File: src/spdo_pkg.sv
package spdo_pkg;
  // ----------------------------------------------------------------
  // Timing counts in clock cycles of the shared clock.
  // ----------------------------------------------------------------
  localparam int unsigned CPDED_CYC    = 2;   // NOP cycles after CKE falls.
  localparam int unsigned CKE_MIN_CYC  = 3;   // Least CKE pulse width.
  localparam int unsigned XP_CYC       = 3;   // Power-down exit latency.
  localparam int unsigned IHCKE_CYC    = 1;   // Hold after REF/ACT/PRE.
  localparam int unsigned MRW_CYC      = 10;  // Mode register write time.
  localparam int unsigned DQSCK_CYC    = 2;   // Rounded-up tDQSCK(max)/tCK.
  localparam int unsigned WR_CYC       = 6;   // Rounded-up tWR/tCK.
  localparam int unsigned CLK_STABLE_CYC = 2; // Stable clock before exit.
  localparam int unsigned RL_DEF       = 12;  // Read latency.
  localparam int unsigned WL_DEF       = 6;   // Write latency.
  localparam int unsigned BL_DEF       = 8;   // Burst length.
  // ----------------------------------------------------------------
  // Termination field layout and command codes.
  // ----------------------------------------------------------------
  localparam logic [1:0] ODT_FIELD_OFF = 2'h0;
  localparam int unsigned CA_W         = 10;
  localparam logic [2:0] CA_DPD        = 3'h3;  // CA0=1, CA1=1, CA2=0.
  localparam logic [2:0] CA_NOP        = 3'h7;  // CA0..CA2 all high.
  // Controller-side command requests.
  typedef enum logic [3:0] {
    SPDO_CMD_NOP = 4'h0, SPDO_CMD_RD  = 4'h1, SPDO_CMD_RDA = 4'h2,
    SPDO_CMD_WR  = 4'h3, SPDO_CMD_WRA = 4'h4, SPDO_CMD_MRR = 4'h5,
    SPDO_CMD_MRW = 4'h6, SPDO_CMD_ACT = 4'h7, SPDO_CMD_PRE = 4'h8,
    SPDO_CMD_REF = 4'h9
  } spdo_cmd_e;
endpackage

File: src/spdo_if.sv
`timescale 1ns/1ps
`default_nettype none
interface spdo_if;
  logic            cke;   // Clock enable, active high.
  logic            cs_n;  // Chip select, active low.
  logic [9:0]      ca;    // Command/address bus.
  logic            odt;   // Termination control pin.
  modport ctrl (output cke, output cs_n, output ca, output odt);
  modport dev  (input cke, input cs_n, input ca, input odt);
endinterface
`default_nettype wire

File: src/spdo_sync.sv
`timescale 1ns/1ps
`default_nettype none
// Two-stage synchroniser for pins arriving from outside the clock domain.
module spdo_sync #(
  parameter int unsigned W = 1
) (
  input  wire logic         i_clk,
  input  wire logic         i_reset_n,
  input  wire logic [W-1:0] i_d,
  output logic      [W-1:0] o_q
);
  logic [W-1:0] meta_q;
  logic [W-1:0] sync_q;
  // Only the second stage is visible to the rest of the design.
  always_ff @(posedge i_clk or negedge i_reset_n) begin
    if (!i_reset_n) begin
      meta_q <= '0;
      sync_q <= '0;
    end else begin
      meta_q <= i_d;
      sync_q <= meta_q;
    end
  end
  assign o_q = sync_q;
endmodule // spdo_sync
`default_nettype wire

File: src/spdo_device.sv
`timescale 1ns/1ps
`default_nettype none
// Operation
// - CA training forces termination off, ignores pin.
// - Write leveling: DQ off, strobe follows pin.
// - Controller holds pin high during write leveling.
// - Termination per operation: write, read, calibration.
// - Termination needs nonzero field and pin high.
// - Read turn-off at RL-2, on at RL+BL/2.
// - CKE low, CS_n high enters power-down.
// - No CKE low during MRR, MRW, RD, WR.
// - Two NOPs, then receivers off except CKE.
// - CKE low held at least minimum pulse.
// - No refresh in power-down; controller bounds duration (spdo_ctrl sets no limit, it waits for i_exit_req).
// - CKE high exits; CS_n high with it.
// - Controller waits tXP before valid command.
// - Idle versus active power-down classification.
// - Clock stable two cycles before exit.
// - Read to CKE low spacing.
// - Write to CKE low spacing, plus autoprecharge.
// - REF, ACT, PRE to CKE low after tIHCKE.
// - MRR and MRW to CKE low spacing.
// - Deep power-down entry code; contents lost.
// - Deep power-down: two NOPs, receivers off.
// - Deep power-down exit needs re-initialization.
module spdo_device
  import spdo_pkg::*;
#(
  parameter int unsigned RL = RL_DEF,
  parameter int unsigned BL = BL_DEF
) (
  input  wire logic       i_clk,
  input  wire logic       i_reset_n,
  spdo_if.dev             bus,
  input  wire logic [1:0] i_odt_field,    // Termination field of the mode register.
  input  wire logic       i_odt_in_pd,    // Allow termination during power-down.
  input  wire logic       i_ca_training,  // CA training mode active.
  input  wire logic       i_wr_leveling,  // Write leveling mode active.
  input  wire logic       i_zq_cal,       // ZQ calibration in progress.
  input  wire logic       i_dq_cal,       // DQ calibration read in progress.
  input  wire logic       i_rd_start,     // Read or MRR registered this cycle.
  input  wire logic       i_wr_burst,     // Write burst in progress.
  input  wire logic       i_any_row_open, // At least one bank active.
  input  wire logic       i_init_done,    // Initialization sequence completed.
  output logic            o_dq_term,
  output logic            o_dqs_term,
  output logic            o_rx_on,        // Command/address receivers enabled.
  output logic            o_pd,
  output logic            o_pd_active,
  output logic            o_dpd,
  output logic            o_need_init,
  output logic            o_refresh_ok
);
  // ----------------------------------------------------------------
  // Pin synchronisation.
  // ----------------------------------------------------------------
  // All pins pass one shared two-stage synchroniser, so every decode below
  // sees CKE, CS_n, ODT and CA from the same cycle. The price is two cycles
  // of latency on every pin, which the controller end already allows for.
  // Only CA[2:0] are kept; the deep power-down code needs nothing more.
  logic [CA_W+2:0] pins_s;
  spdo_sync #(.W(CA_W + 3)) u_sync (
    .i_clk     (i_clk),
    .i_reset_n (i_reset_n),
    .i_d       ({bus.cke, bus.cs_n, bus.odt, bus.ca}),
    .o_q       (pins_s)
  );
  wire       cke_s  = pins_s[CA_W+2];
  wire       cs_n_s = pins_s[CA_W+1];
  wire       odt_s  = pins_s[CA_W];
  wire [2:0] ca_s   = pins_s[2:0];

  // ----------------------------------------------------------------
  // Power state machine.
  // ----------------------------------------------------------------
  typedef enum logic [3:0] {
    S_ACT = 4'b0001, S_PD = 4'b0010, S_DPD = 4'b0100, S_UNINIT = 4'b1000
  } spdo_state_e;
  spdo_state_e state_q, state_d;
  logic        cke_prev_q;
  logic [1:0]  cpded_q;      // Counts NOP cycles after entry.
  logic        rx_on_q;
  logic        pd_active_q;

  wire cke_fall   = cke_prev_q && !cke_s;
  wire pd_entry   = cke_fall && cs_n_s;
  wire dpd_entry  = cke_fall && !cs_n_s && (ca_s == CA_DPD);
  wire exit_seen  = cke_s;
  wire cpded_done = (cpded_q == 2'(CPDED_CYC));

  // Next-state decode: entry on falling CKE, exit once CKE is seen high.
  // Deep power-down is tested first, though the two decodes never both hold:
  // plain entry needs CS_n high on the CKE edge and deep entry needs it low.
  always_comb begin
    state_d = state_q;
    unique case (state_q)
      S_ACT: begin
        if (dpd_entry) begin
          state_d = S_DPD;
        end else if (pd_entry) begin
          state_d = S_PD;
        end
      end
      S_PD:     if (exit_seen) state_d = S_ACT;
      S_DPD:    if (exit_seen) state_d = S_UNINIT;
      S_UNINIT: if (i_init_done) state_d = S_ACT;
      default:  state_d = S_UNINIT;
    endcase
  end

  always_ff @(posedge i_clk or negedge i_reset_n) begin
    if (!i_reset_n) begin
      state_q    <= S_UNINIT;
      cke_prev_q <= 1'b0;
    end else begin
      state_q    <= state_d;
      cke_prev_q <= cke_s;
    end
  end

  // Receivers go dark only after the NOP window has elapsed, so the CKE
  // path has time to settle; CKE itself is always watched.
  always_ff @(posedge i_clk or negedge i_reset_n) begin
    if (!i_reset_n) begin
      cpded_q <= 2'h0;
      rx_on_q <= 1'b1;
    end else if (state_d == S_PD || state_d == S_DPD) begin
      if (!cpded_done) cpded_q <= cpded_q + 2'h1;
      if (cpded_done) rx_on_q <= 1'b0;
    end else begin
      cpded_q <= 2'h0;
      rx_on_q <= 1'b1;
    end
  end

  // Classify power-down at entry from the bank state.
  // The class is frozen at entry; rows cannot open or close while the
  // receivers are dark, so a later change of the bank flag is ignored.
  always_ff @(posedge i_clk or negedge i_reset_n) begin
    if (!i_reset_n) begin
      pd_active_q <= 1'b0;
    end else if (state_q == S_ACT && pd_entry && !dpd_entry) begin
      pd_active_q <= i_any_row_open;
    end
  end

  // ----------------------------------------------------------------
  // Read termination window: off from RL-2 until RL+BL/2.
  // ----------------------------------------------------------------
  localparam int unsigned RD_OFF = RL - 2;
  localparam int unsigned RD_ON  = RL + BL / 2;
  logic [7:0] rd_cnt_q;
  logic       rd_busy_q;
  // A new read restarts the window; back-to-back reads extend it.
  // The counter holds the number of edges since the read was registered,
  // so the window opens at edge RL-2 and closes at edge RL+BL/2+1.
  // A read that arrives inside a window simply restarts the count, which
  // turns termination back on until the new count reaches RL-2.
  always_ff @(posedge i_clk or negedge i_reset_n) begin
    if (!i_reset_n) begin
      rd_cnt_q  <= 8'h00;
      rd_busy_q <= 1'b0;
    end else if (i_rd_start) begin
      rd_cnt_q  <= 8'h00;
      rd_busy_q <= 1'b1;
    end else if (rd_busy_q) begin
      rd_cnt_q  <= rd_cnt_q + 8'h01;
      if (rd_cnt_q == 8'(RD_ON)) rd_busy_q <= 1'b0;
    end
  end
  wire rd_block = rd_busy_q && (rd_cnt_q >= 8'(RD_OFF));

  // ----------------------------------------------------------------
  // Termination decode.
  // ----------------------------------------------------------------
  wire field_on  = (i_odt_field != ODT_FIELD_OFF);
  wire base_on   = field_on && odt_s;
  wire pd_block  = (state_q == S_PD) && !i_odt_in_pd;
  wire off_state = (state_q == S_DPD) || (state_q == S_UNINIT);
  wire any_block = i_ca_training || rd_block || i_zq_cal || i_dq_cal
                   || pd_block || off_state;
  // Strobe pair follows the pin in leveling; DQ never terminates there.
  // DQ termination is further limited to write bursts, since the data pins
  // are only ever received during a write.
  assign o_dqs_term = base_on && !any_block;
  assign o_dq_term  = base_on && !any_block && !i_wr_leveling
                      && i_wr_burst;

  // ----------------------------------------------------------------
  // Status outputs.
  // ----------------------------------------------------------------
  // All status flags decode the registered state, so they change only on
  // clock edges and never glitch with the synchronised pins.
  // After deep power-down the array contents are gone, so the device
  // reports that it needs initialization until the sequence completes.
  assign o_rx_on      = rx_on_q;
  assign o_pd         = (state_q == S_PD);
  assign o_pd_active  = pd_active_q && (state_q == S_PD);
  assign o_dpd        = (state_q == S_DPD);
  assign o_need_init  = (state_q == S_UNINIT);
  // No refresh is run while powered down.
  assign o_refresh_ok = (state_q == S_ACT);
endmodule // spdo_device
`default_nettype wire

File: src/flat_wrapper.sv
// flat-port wrapper written by rule: the top's interface ports become plain ports
module spdo_device_flat import spdo_pkg::*;
#(
  parameter int unsigned RL = RL_DEF,
  parameter int unsigned BL = BL_DEF
)
  (i_clk, i_reset_n, i_odt_field, i_odt_in_pd, i_ca_training, i_wr_leveling, i_zq_cal, i_dq_cal, i_rd_start, i_wr_burst, i_any_row_open, i_init_done, o_dq_term, o_dqs_term, o_rx_on, o_pd, o_pd_active, o_dpd, o_need_init, o_refresh_ok, bus_cke, bus_cs_n, bus_ca, bus_odt);
  spdo_if bus_i ();
  input  wire logic i_clk;
  input  wire logic i_reset_n;
  input  wire logic [1:0] i_odt_field;
  input  wire logic i_odt_in_pd;
  input  wire logic i_ca_training;
  input  wire logic i_wr_leveling;
  input  wire logic i_zq_cal;
  input  wire logic i_dq_cal;
  input  wire logic i_rd_start;
  input  wire logic i_wr_burst;
  input  wire logic i_any_row_open;
  input  wire logic i_init_done;
  output logic o_dq_term;
  output logic o_dqs_term;
  output logic o_rx_on;
  output logic o_pd;
  output logic o_pd_active;
  output logic o_dpd;
  output logic o_need_init;
  output logic o_refresh_ok;
  input wire logic [$bits(bus_i.cke)-1:0] bus_cke;
  input wire logic [$bits(bus_i.cs_n)-1:0] bus_cs_n;
  input wire logic [$bits(bus_i.ca)-1:0] bus_ca;
  input wire logic [$bits(bus_i.odt)-1:0] bus_odt;
  assign bus_i.cke = bus_cke;
  assign bus_i.cs_n = bus_cs_n;
  assign bus_i.ca = bus_ca;
  assign bus_i.odt = bus_odt;
  spdo_device #(.RL(RL), .BL(BL)) u_core (.i_clk(i_clk), .i_reset_n(i_reset_n), .bus(bus_i), .i_odt_field(i_odt_field), .i_odt_in_pd(i_odt_in_pd), .i_ca_training(i_ca_training), .i_wr_leveling(i_wr_leveling), .i_zq_cal(i_zq_cal), .i_dq_cal(i_dq_cal), .i_rd_start(i_rd_start), .i_wr_burst(i_wr_burst), .i_any_row_open(i_any_row_open), .i_init_done(i_init_done), .o_dq_term(o_dq_term), .o_dqs_term(o_dqs_term), .o_rx_on(o_rx_on), .o_pd(o_pd), .o_pd_active(o_pd_active), .o_dpd(o_dpd), .o_need_init(o_need_init), .o_refresh_ok(o_refresh_ok));
endmodule
File: config.mk
export PLATFORM = sky130hd
export DESIGN_NAME = spdo_device_flat
export DESIGN_NICKNAME = d
export VERILOG_FILES = /design/src/spdo_pkg.sv /design/src/spdo_if.sv /design/src/spdo_sync.sv /design/src/spdo_device.sv /design/src/flat_wrapper.sv
export SDC_FILE = /design/constraint.sdc
export NUM_CORES = 1
export LEC_CHECK = 0
export BUFFER_PORTS_ARGS = -buffer_cell sky130_fd_sc_hd__buf_2
export CORE_UTILIZATION = 30
export DETAILED_ROUTE_END_ITERATION = 10
export GPL_TIMING_DRIVEN = 0
export PLACE_DENSITY = 0.6
export SYNTH_ARGS = -nofsm -noshare
export SYNTH_HDL_FRONTEND = slang
export SYNTH_SLANG_ARGS = --single-unit
File: constraint.sdc
create_clock -name i_clk -period 2.03 [get_ports i_clk]
set_clock_uncertainty 0.1 [all_clocks]
set_input_delay 0.203 -clock i_clk [delete_from_list [all_inputs] [get_ports i_clk]]
set_output_delay 0.203 -clock i_clk [all_outputs]
set_load 0.01 [all_outputs]
==> results of run 1 <==
through the flow:
step	std cells	total power, mW	cell area [um^2]	setup slack, ps	TNS [ps]
after floorplan	123	0.909	1390	378	0
after global placement	200	0.989	1580	191	0
after detailed placement	200	0.999	1580	175	0
after CTS	220	1.57	1800	10.0	0
after global routing	221	1.65	1830	-33.6	-33.6
final	221	1.54	1830	67.6	0
cell type report:
| class | count | area, um^2 | share of cell area (%) |
|---|---|---|---|
| sequential | 30 | 756 | 41.3 |
| multi-input combinational | 77 | 591 | 32.3 |
| inverter | 10 | 37.5 | 2.05 |
| clock inverter | 2 | 12.5 | 0.684 |
| clock buffer | 6 | 82.6 | 4.52 |
| buffer | 6 | 43.8 | 2.40 |
| tap | 52 | 65.1 | 3.56 |
| timing repair buffer | 38 | 240 | 13.1 |
worst max path at each step:
stage / startpoint / endpoint / cells past startpoint
after floorplan: u_core.u_sync.o_q[10] / o_dq_term / 3
after global placement: i_ca_training / o_dq_term / 5
after detailed placement: u_core.state_q[2] / o_dqs_term / 5
after CTS: u_core.state_q[2] / o_dqs_term / 5
after global routing: u_core.rd_cnt_q[1] / o_dq_term / 5
final: u_core.rd_cnt_q[1] / o_dq_term / 5
Yosys cell counts (all sizes together):
cell type | n | area, um^2
dfrtp | 28 | 701
nor2 | 12 | 45.0
inv | 10 | 37.5
a21oi | 5 | 25.0
buf | 5 | 38.8
nor4b | 5 | 65.1
xor2 | 5 | 43.8
a31oi | 4 | 25.0
ha | 4 | 50.1
nand4 | 4 | 25.0
nand2b | 3 | 18.8
nand3 | 3 | 15.0
o21ai | 3 | 15.0
o31ai | 3 | 22.5
a211oi | 2 | 15.0
dfstp | 2 | 52.6
nand2 | 2 | 7.51
nor3 | 2 | 10.0
or4 | 2 | 15.0
xnor2 | 2 | 17.5
a2111o | 1 | 11.3
a211o | 1 | 8.76
a21boi | 1 | 7.51
a21o | 1 | 7.51
a221o | 1 | 10.0
a22oi | 1 | 7.51
and2 | 1 | 6.26
clkbuf | 1 | 5.00
mux2 | 1 | 11.3
mux2i | 1 | 10.0
nand3b | 1 | 7.51
nor2b | 1 | 6.26
nor4 | 1 | 12.5
nor4bb | 1 | 10.0
o31a | 1 | 8.76
or3 | 1 | 6.26
or4b | 1 | 10.0
cells by family (layout without fill, tap and decap cells):
family,after synthesis,count (layout),synth area share (%)
xor gates and xnor gates,7,7,4.41
buffers and inverters,16,62,5.84
muxes,2,2,1.53
AOI/OAI and AO/OA,24,24,11.8
and+or+nand+nor,40,40,18.7
adders and majority gates,4,4,3.60
DFF,30,30,54.1
layout by cell type (no fill, tap or decap), types with 5 or more instances in the layout:
cell	n
nor2_1	12
clkbuf_8	6
dlygate4sd3_1	7
buf_4	9
inv_1	10
a21oi_1	5
dfrtp_1	26
buf_2	26
xor2_1	5
critical path: cells and delay by family, from the launching register on:
| kind | cells | cell delay (ps) |
|---|---|---|
| flops | 1 | 430 |
| simple gates | 1 | 220 |
| buf+inv | 1 | 170 |
| compound gates | 2 | 370 |
| fa+ha+maj | 1 | 190 |
power by group:
| part | internal (mW) | total, mW | switching [mW] |
|---|---|---|---|
| logic | 0.182 | 0.368 | 0.186 |
| registers | 0.656 | 0.682 | 0.0259 |
| clock network | 0.272 | 0.491 | 0.219 |
| total | 1.11 | 1.54 | 0.431 |
registers in the layout, indices dropped and copies added, names as in the netlist:
signal	flops
u_core.rd_cnt_q	8
u_core.u_sync.meta_q	6
u_core.u_sync.o_q	6
u_core.state_q	4
u_core.cpded_q	2
u_core.cke_prev_q	1
u_core.o_rx_on	1
u_core.pd_active_q	1
u_core.rd_busy_q	1
per-layer routing:
layer	global-route usage (%)	wire length [um]	part of all wire [%]
met3	4.91	115	4.3
met2	20.3	1330	50
met1	14.4	1220	45
met5	0	0	0
met4	5.33	20	0.74
timing repair:
action | CTS | global route
endpoints found under the hold margin | 34 | 0
hold buffers | 7 | 0
pin swaps | 3 | 2
buffers inserted | 5 | 1
resized for setup | 4 | 4
setup endpoints to repair | 2 | 3
==> impl_metrics.ini, run 1 <==
[status]
status = complete, no violations

[clock_network]
cts_tree = built
ctsHtreeMaxLevel = 2
clk_latency_ps = 280
cts_buffer_depth = 2
cts.clk_slew.worst_paths_ps = 60
cts-root-buf = clkbuf_8
cts_buffers = 5
clock-sinks = 30

[critical_path]
crit_slowest_cell = dfrtp_2
worstSetupEndpointType = output pin
ff2ff_path_depth = 5
reg2reg_from = u_core.state_q[3]
cpPeakStageDelay_ps = 430
arrival_ps = 1660
r2r_end = u_core.pd_active_q
r2r_slack_ps = 350
setup.worst_path.class = reg2out
cp_cell_sequence = ha_1 -> o31ai_2 -> a31oi_2 -> nor4_2 -> buf_2
critPathMaxFanout = 4
crit_path_start_kind = register
cp_data_required_time_ps = 1730

[sta]
setup-violations-final = 0
rsz0062_at_grt = yes
maxSlewViolCount = 0
report.final.hold_viol_count = 0
final.min_clock_period_ps = 1960
worstMarginPinSlew_ps = 659
fmax_ghz = 0.510
fin_hold_ws_ps = 51.7
post-route-period-util_pct = 96.7
slew_headroom_pct = 56.1

[cells_and_area]
syn2layout_area_growth_pct = 31.4
fin_nets = 198
n_fill_cell = 424
drive_above_1_share_pct = 33.1
num_antenna_cells = 0
fin_util_pct = 41.4

[synth]
postSynthAreaPerCell_um2 = 11.3
syn_nets = 153
ys_types = 42
synth-seq-area-share_pct = 54.1
netlist_area_um2 = 1390
yosys_register_bits = 30
synthCells = 123
ys_warn_count = 0

[global_routing]
grt_use_total_pct = 12.4
grt_pass1_wl_mm = 4.71
antenna_found_initial = 0
grt_overflow = 0
grt_max_degree = 31
grt_pass1_vias = 1073

[routing]
wl_per_cell_um = 12.2
drt-initial-drc-count = 41
drc = 0
ant_nets = 0
drt-pass1-iter-count = 4
routed_wl_mm = 2.69
num_vias = 1086
vias_per_cell = 4.91

[floorplanning]
die_w_um = 70.1
start_util_pct = 31.5
ios = 34
core_area_um2 = 4410
rows = 24
die_area_um2 = 4910
die_y_um = 70.1

[job]
drv_cap = 0

[worst_hold_path]
hold_start = i_any_row_open
holdPathEnd = u_core.pd_active_q
holdCritPathClass = in2reg
hold_depth = 2

[place]
hpwlAfterDp_mm = 1.91
numPortBuffers = 25
gp_congestion = 0.786

[power_and_ir_drop]
peakVddDrop_mv = 0.334
p_leak_nw = 0.811
cellPowerDensity_nw_per_um2 = 843
(Power assumes the default switching activity.)
==> inputs of run 2 (changes only) <==
Settings changed: ABC_AREA set to 1.
==> impl_metrics.ini, run 2 <==
[floorplanning]
die_area_um2 = 4730
core_area_um2 = 4140
rows = 23
die_y_um = 68.8
start_util_pct = 32.3
ios = 34
die_w_um = 68.8

[critical_path]
worstSetupEndpointType = output pin
crit_path_start_kind = register
crit_family = simple AND/OR/NAND/NOR gates
cp_data_required_time_ps = 1730
ff2ff_path_depth = 7
cp_cell_sequence = nor2_1 -> nand2_2 -> or2_2 -> nand3_1 -> nor3_1 -> buf_2
crit_slowest_cell = dfrtp_1
setup.worst_path.class = reg2out
cpPeakStageDelay_ps = 420
arrival_ps = 1600
critPathMaxFanout = 6
critPathBufInv = 1
cp.depth = 6

[global_routing]
antenna_found_initial = 0
grt_pass1_wl_mm = 3.76
grt_overflow = 0
grt_pass1_vias = 899
grt_max_degree = 31
grt_use_total_pct = 11.5

[sta]
slew_headroom_pct = 57.4
fmax_ghz = 0.525
final.min_clock_period_ps = 1900
maxSlewViolCount = 0
setup-violations-final = 0
post-route-period-util_pct = 93.8
report.final.hold_viol_count = 0
worstMarginPinSlew_ps = 639

[routing]
drt-initial-drc-count = 41
routed_wl_mm = 2.36
num_vias = 1069
vias_per_cell = 4.44
drt-pass1-iter-count = 4
drc = 0
ant_nets = 0
wl_per_cell_um = 9.79

[job]
drv_cap = 0

[cells_and_area]
layout_commonest_cell = dfrtp_1
drive_above_1_share_pct = 25.1
final_cells = 241
top_register = u_core.rd_cnt_q
largest_register_ffs = 8
syn2layout_area_growth_pct = 27.8
layout_common_cells = dfrtp_1 (28), buf_2 (26), inv_1 (25)
fin_nets = 220
num_antenna_cells = 0

[power_and_ir_drop]
p_int_mw = 1.02
pwr-share-comb_pct = 16.0
p_clk_share_pct = 34.9
p_switching_mw = 0.385
cellPowerDensity_nw_per_um2 = 819
pwr-share-seq_pct = 49.0
p_leak_nw = 0.900
netSwitchingFraction_pct = 27.4
power_mw = 1.40
peakVddDrop_mv = 0.362

[synth]
yosys_register_bits = 30
synth-async-reset-ratio_pct = 100
postSynthAreaPerCell_um2 = 8.99
synthCells = 149
synthDominantAreaCellType = dfrtp_1
ys_top_cells_by_area = dfrtp_1 (52%), inv_1 (7.3%), nand2_1 (6.7%), nand3_1 (6.4%), nor2_1 (5.9%)
synth_edf_count = 0
synth_flop_cell = dfrtp_1
netlist_area_um2 = 1340
synth-seq-area-share_pct = 56.3
ys_warn_count = 0
syn_nets = 179
yosysMostFrequentCell = dfrtp_1
yosysTopAreaCellShare_pct = 52.3
ys_types = 20
yosys-top-cells-count = dfrtp_1 (28), inv_1 (26), nand2_1 (24), nor2_1 (21), nand3_1 (17)

[clock_network]
cts_tree = built
cts_buffer_depth = 2
cts.clk_slew.worst_paths_ps = 60
cts_buffers = 5
clock-sinks = 30
cts-root-buf = clkbuf_8
ctsHtreeMaxLevel = 2
clk_latency_ps = 280

[worst_hold_path]
holdCritPathClass = in2reg
hold_depth = 3

[place]
hpwlAfterDp_mm = 1.69
numPortBuffers = 26
place_inst = 225
gp_congestion = 0.824

[status]
status = complete, no violations
## run 2: changes by cell type after synthesis, moves of 3 or more
cell      delta
nor2_1       +9
nand2b_1     -3
nor4b_1      -3
nand4_1      -4
buf_4        -3
a31oi_1      -3
o21ai_0      +6
nand3_1     +14
o31ai_1      -3
inv_1       +16
nand2_1     +22
xor2_1       -5
## run 2: area by class of cell
cell class / instances / area, um^2
sequential: 30 / 753
multi-input combinational: 93 / 494
timing repair buffer: 34 / 208
tap: 50 / 62.6
inverter: 26 / 97.6
fill: 444 / 2430
clock inverter: 2 / 12.5
clock buffer: 6 / 82.6
## run 2: timing repair
action / 4_1_cts / 5_1_grt
gates resized for setup: 1 / 4
endpoints found under the hold margin: 34 / 0
hold buffers: 7 / 0
endpoints found under the setup margin: 1 / 2
setup buffers: 0 / 1
## run 2: final timing paths
kind	from	end	slack, ps
worst max register to register	u_core.rd_cnt_q[0]	u_core.rd_cnt_q[6]	520
max in group asynchronous	i_reset_n	u_core.u_sync.meta_q[0]	1030
worst min register to register	u_core.u_sync.meta_q[2]	u_core.u_sync.o_q[2]	250
min in group asynchronous	i_reset_n	u_core.state_q[0]	380
worst max-delay path	u_core.state_q[2]	o_dq_term	130
worst min-delay path	i_any_row_open	u_core.pd_active_q	50
## run 2: routing by layer
metal	share of wire (%)	wire, um	GRT usage, %	up-vias
met5	0	0	0	-
met4	2.0	48	6.12	0
met3	6.8	160	5.43	5
met2	42	989	18.1	33
met1	49	1160	12.9	479
li1	-	-	-	552
## run 2: through the flow
step / TNS (ps) / setup slack (ps) / hold WS (ps) / area (um^2) / utilization [%]
CTS: 0 / 9.30 / 46.6 / 1700 / 40.9
global route: -7.79 / -7.79 / 53.3 / 1710 / 41.3
global placement: 0 / 326 / 175 / 1530 / 37.0
floorplan: 0 / 438 / -193 / 1340 / -
finish: 0 / 126 / 49.0 / 1710 / 41.3
detailed placement: 0 / 266 / 174 / 1530 / 37.0
## run 2: logic make-up (layout without fill, tap and decap cells)
group | count (synthesis) | after routing | synth area share (%)
simple gates | 75 | 75 | 27.2
flops | 30 | 30 | 56.3
buf+inv | 26 | 68 | 7.29
compound gates | 14 | 14 | 5.51
fa+ha+maj | 4 | 4 | 3.74
## run 2: tightest hold or removal path, cell delays in order
cell and delay (ps):
buf_2 80, nand2_1 40, o21ai_0 60
## run 2: power groups by stage
stage / sequential, mW / clock, mW / combinational [mW]
floorplan: 0.692 / 0 / 0.143
global placement: 0.698 / 0 / 0.209
detailed placement: 0.698 / 0 / 0.214
CTS: 0.687 / 0.508 / 0.225
global route: 0.694 / 0.538 / 0.263
finish: 0.687 / 0.490 / 0.225
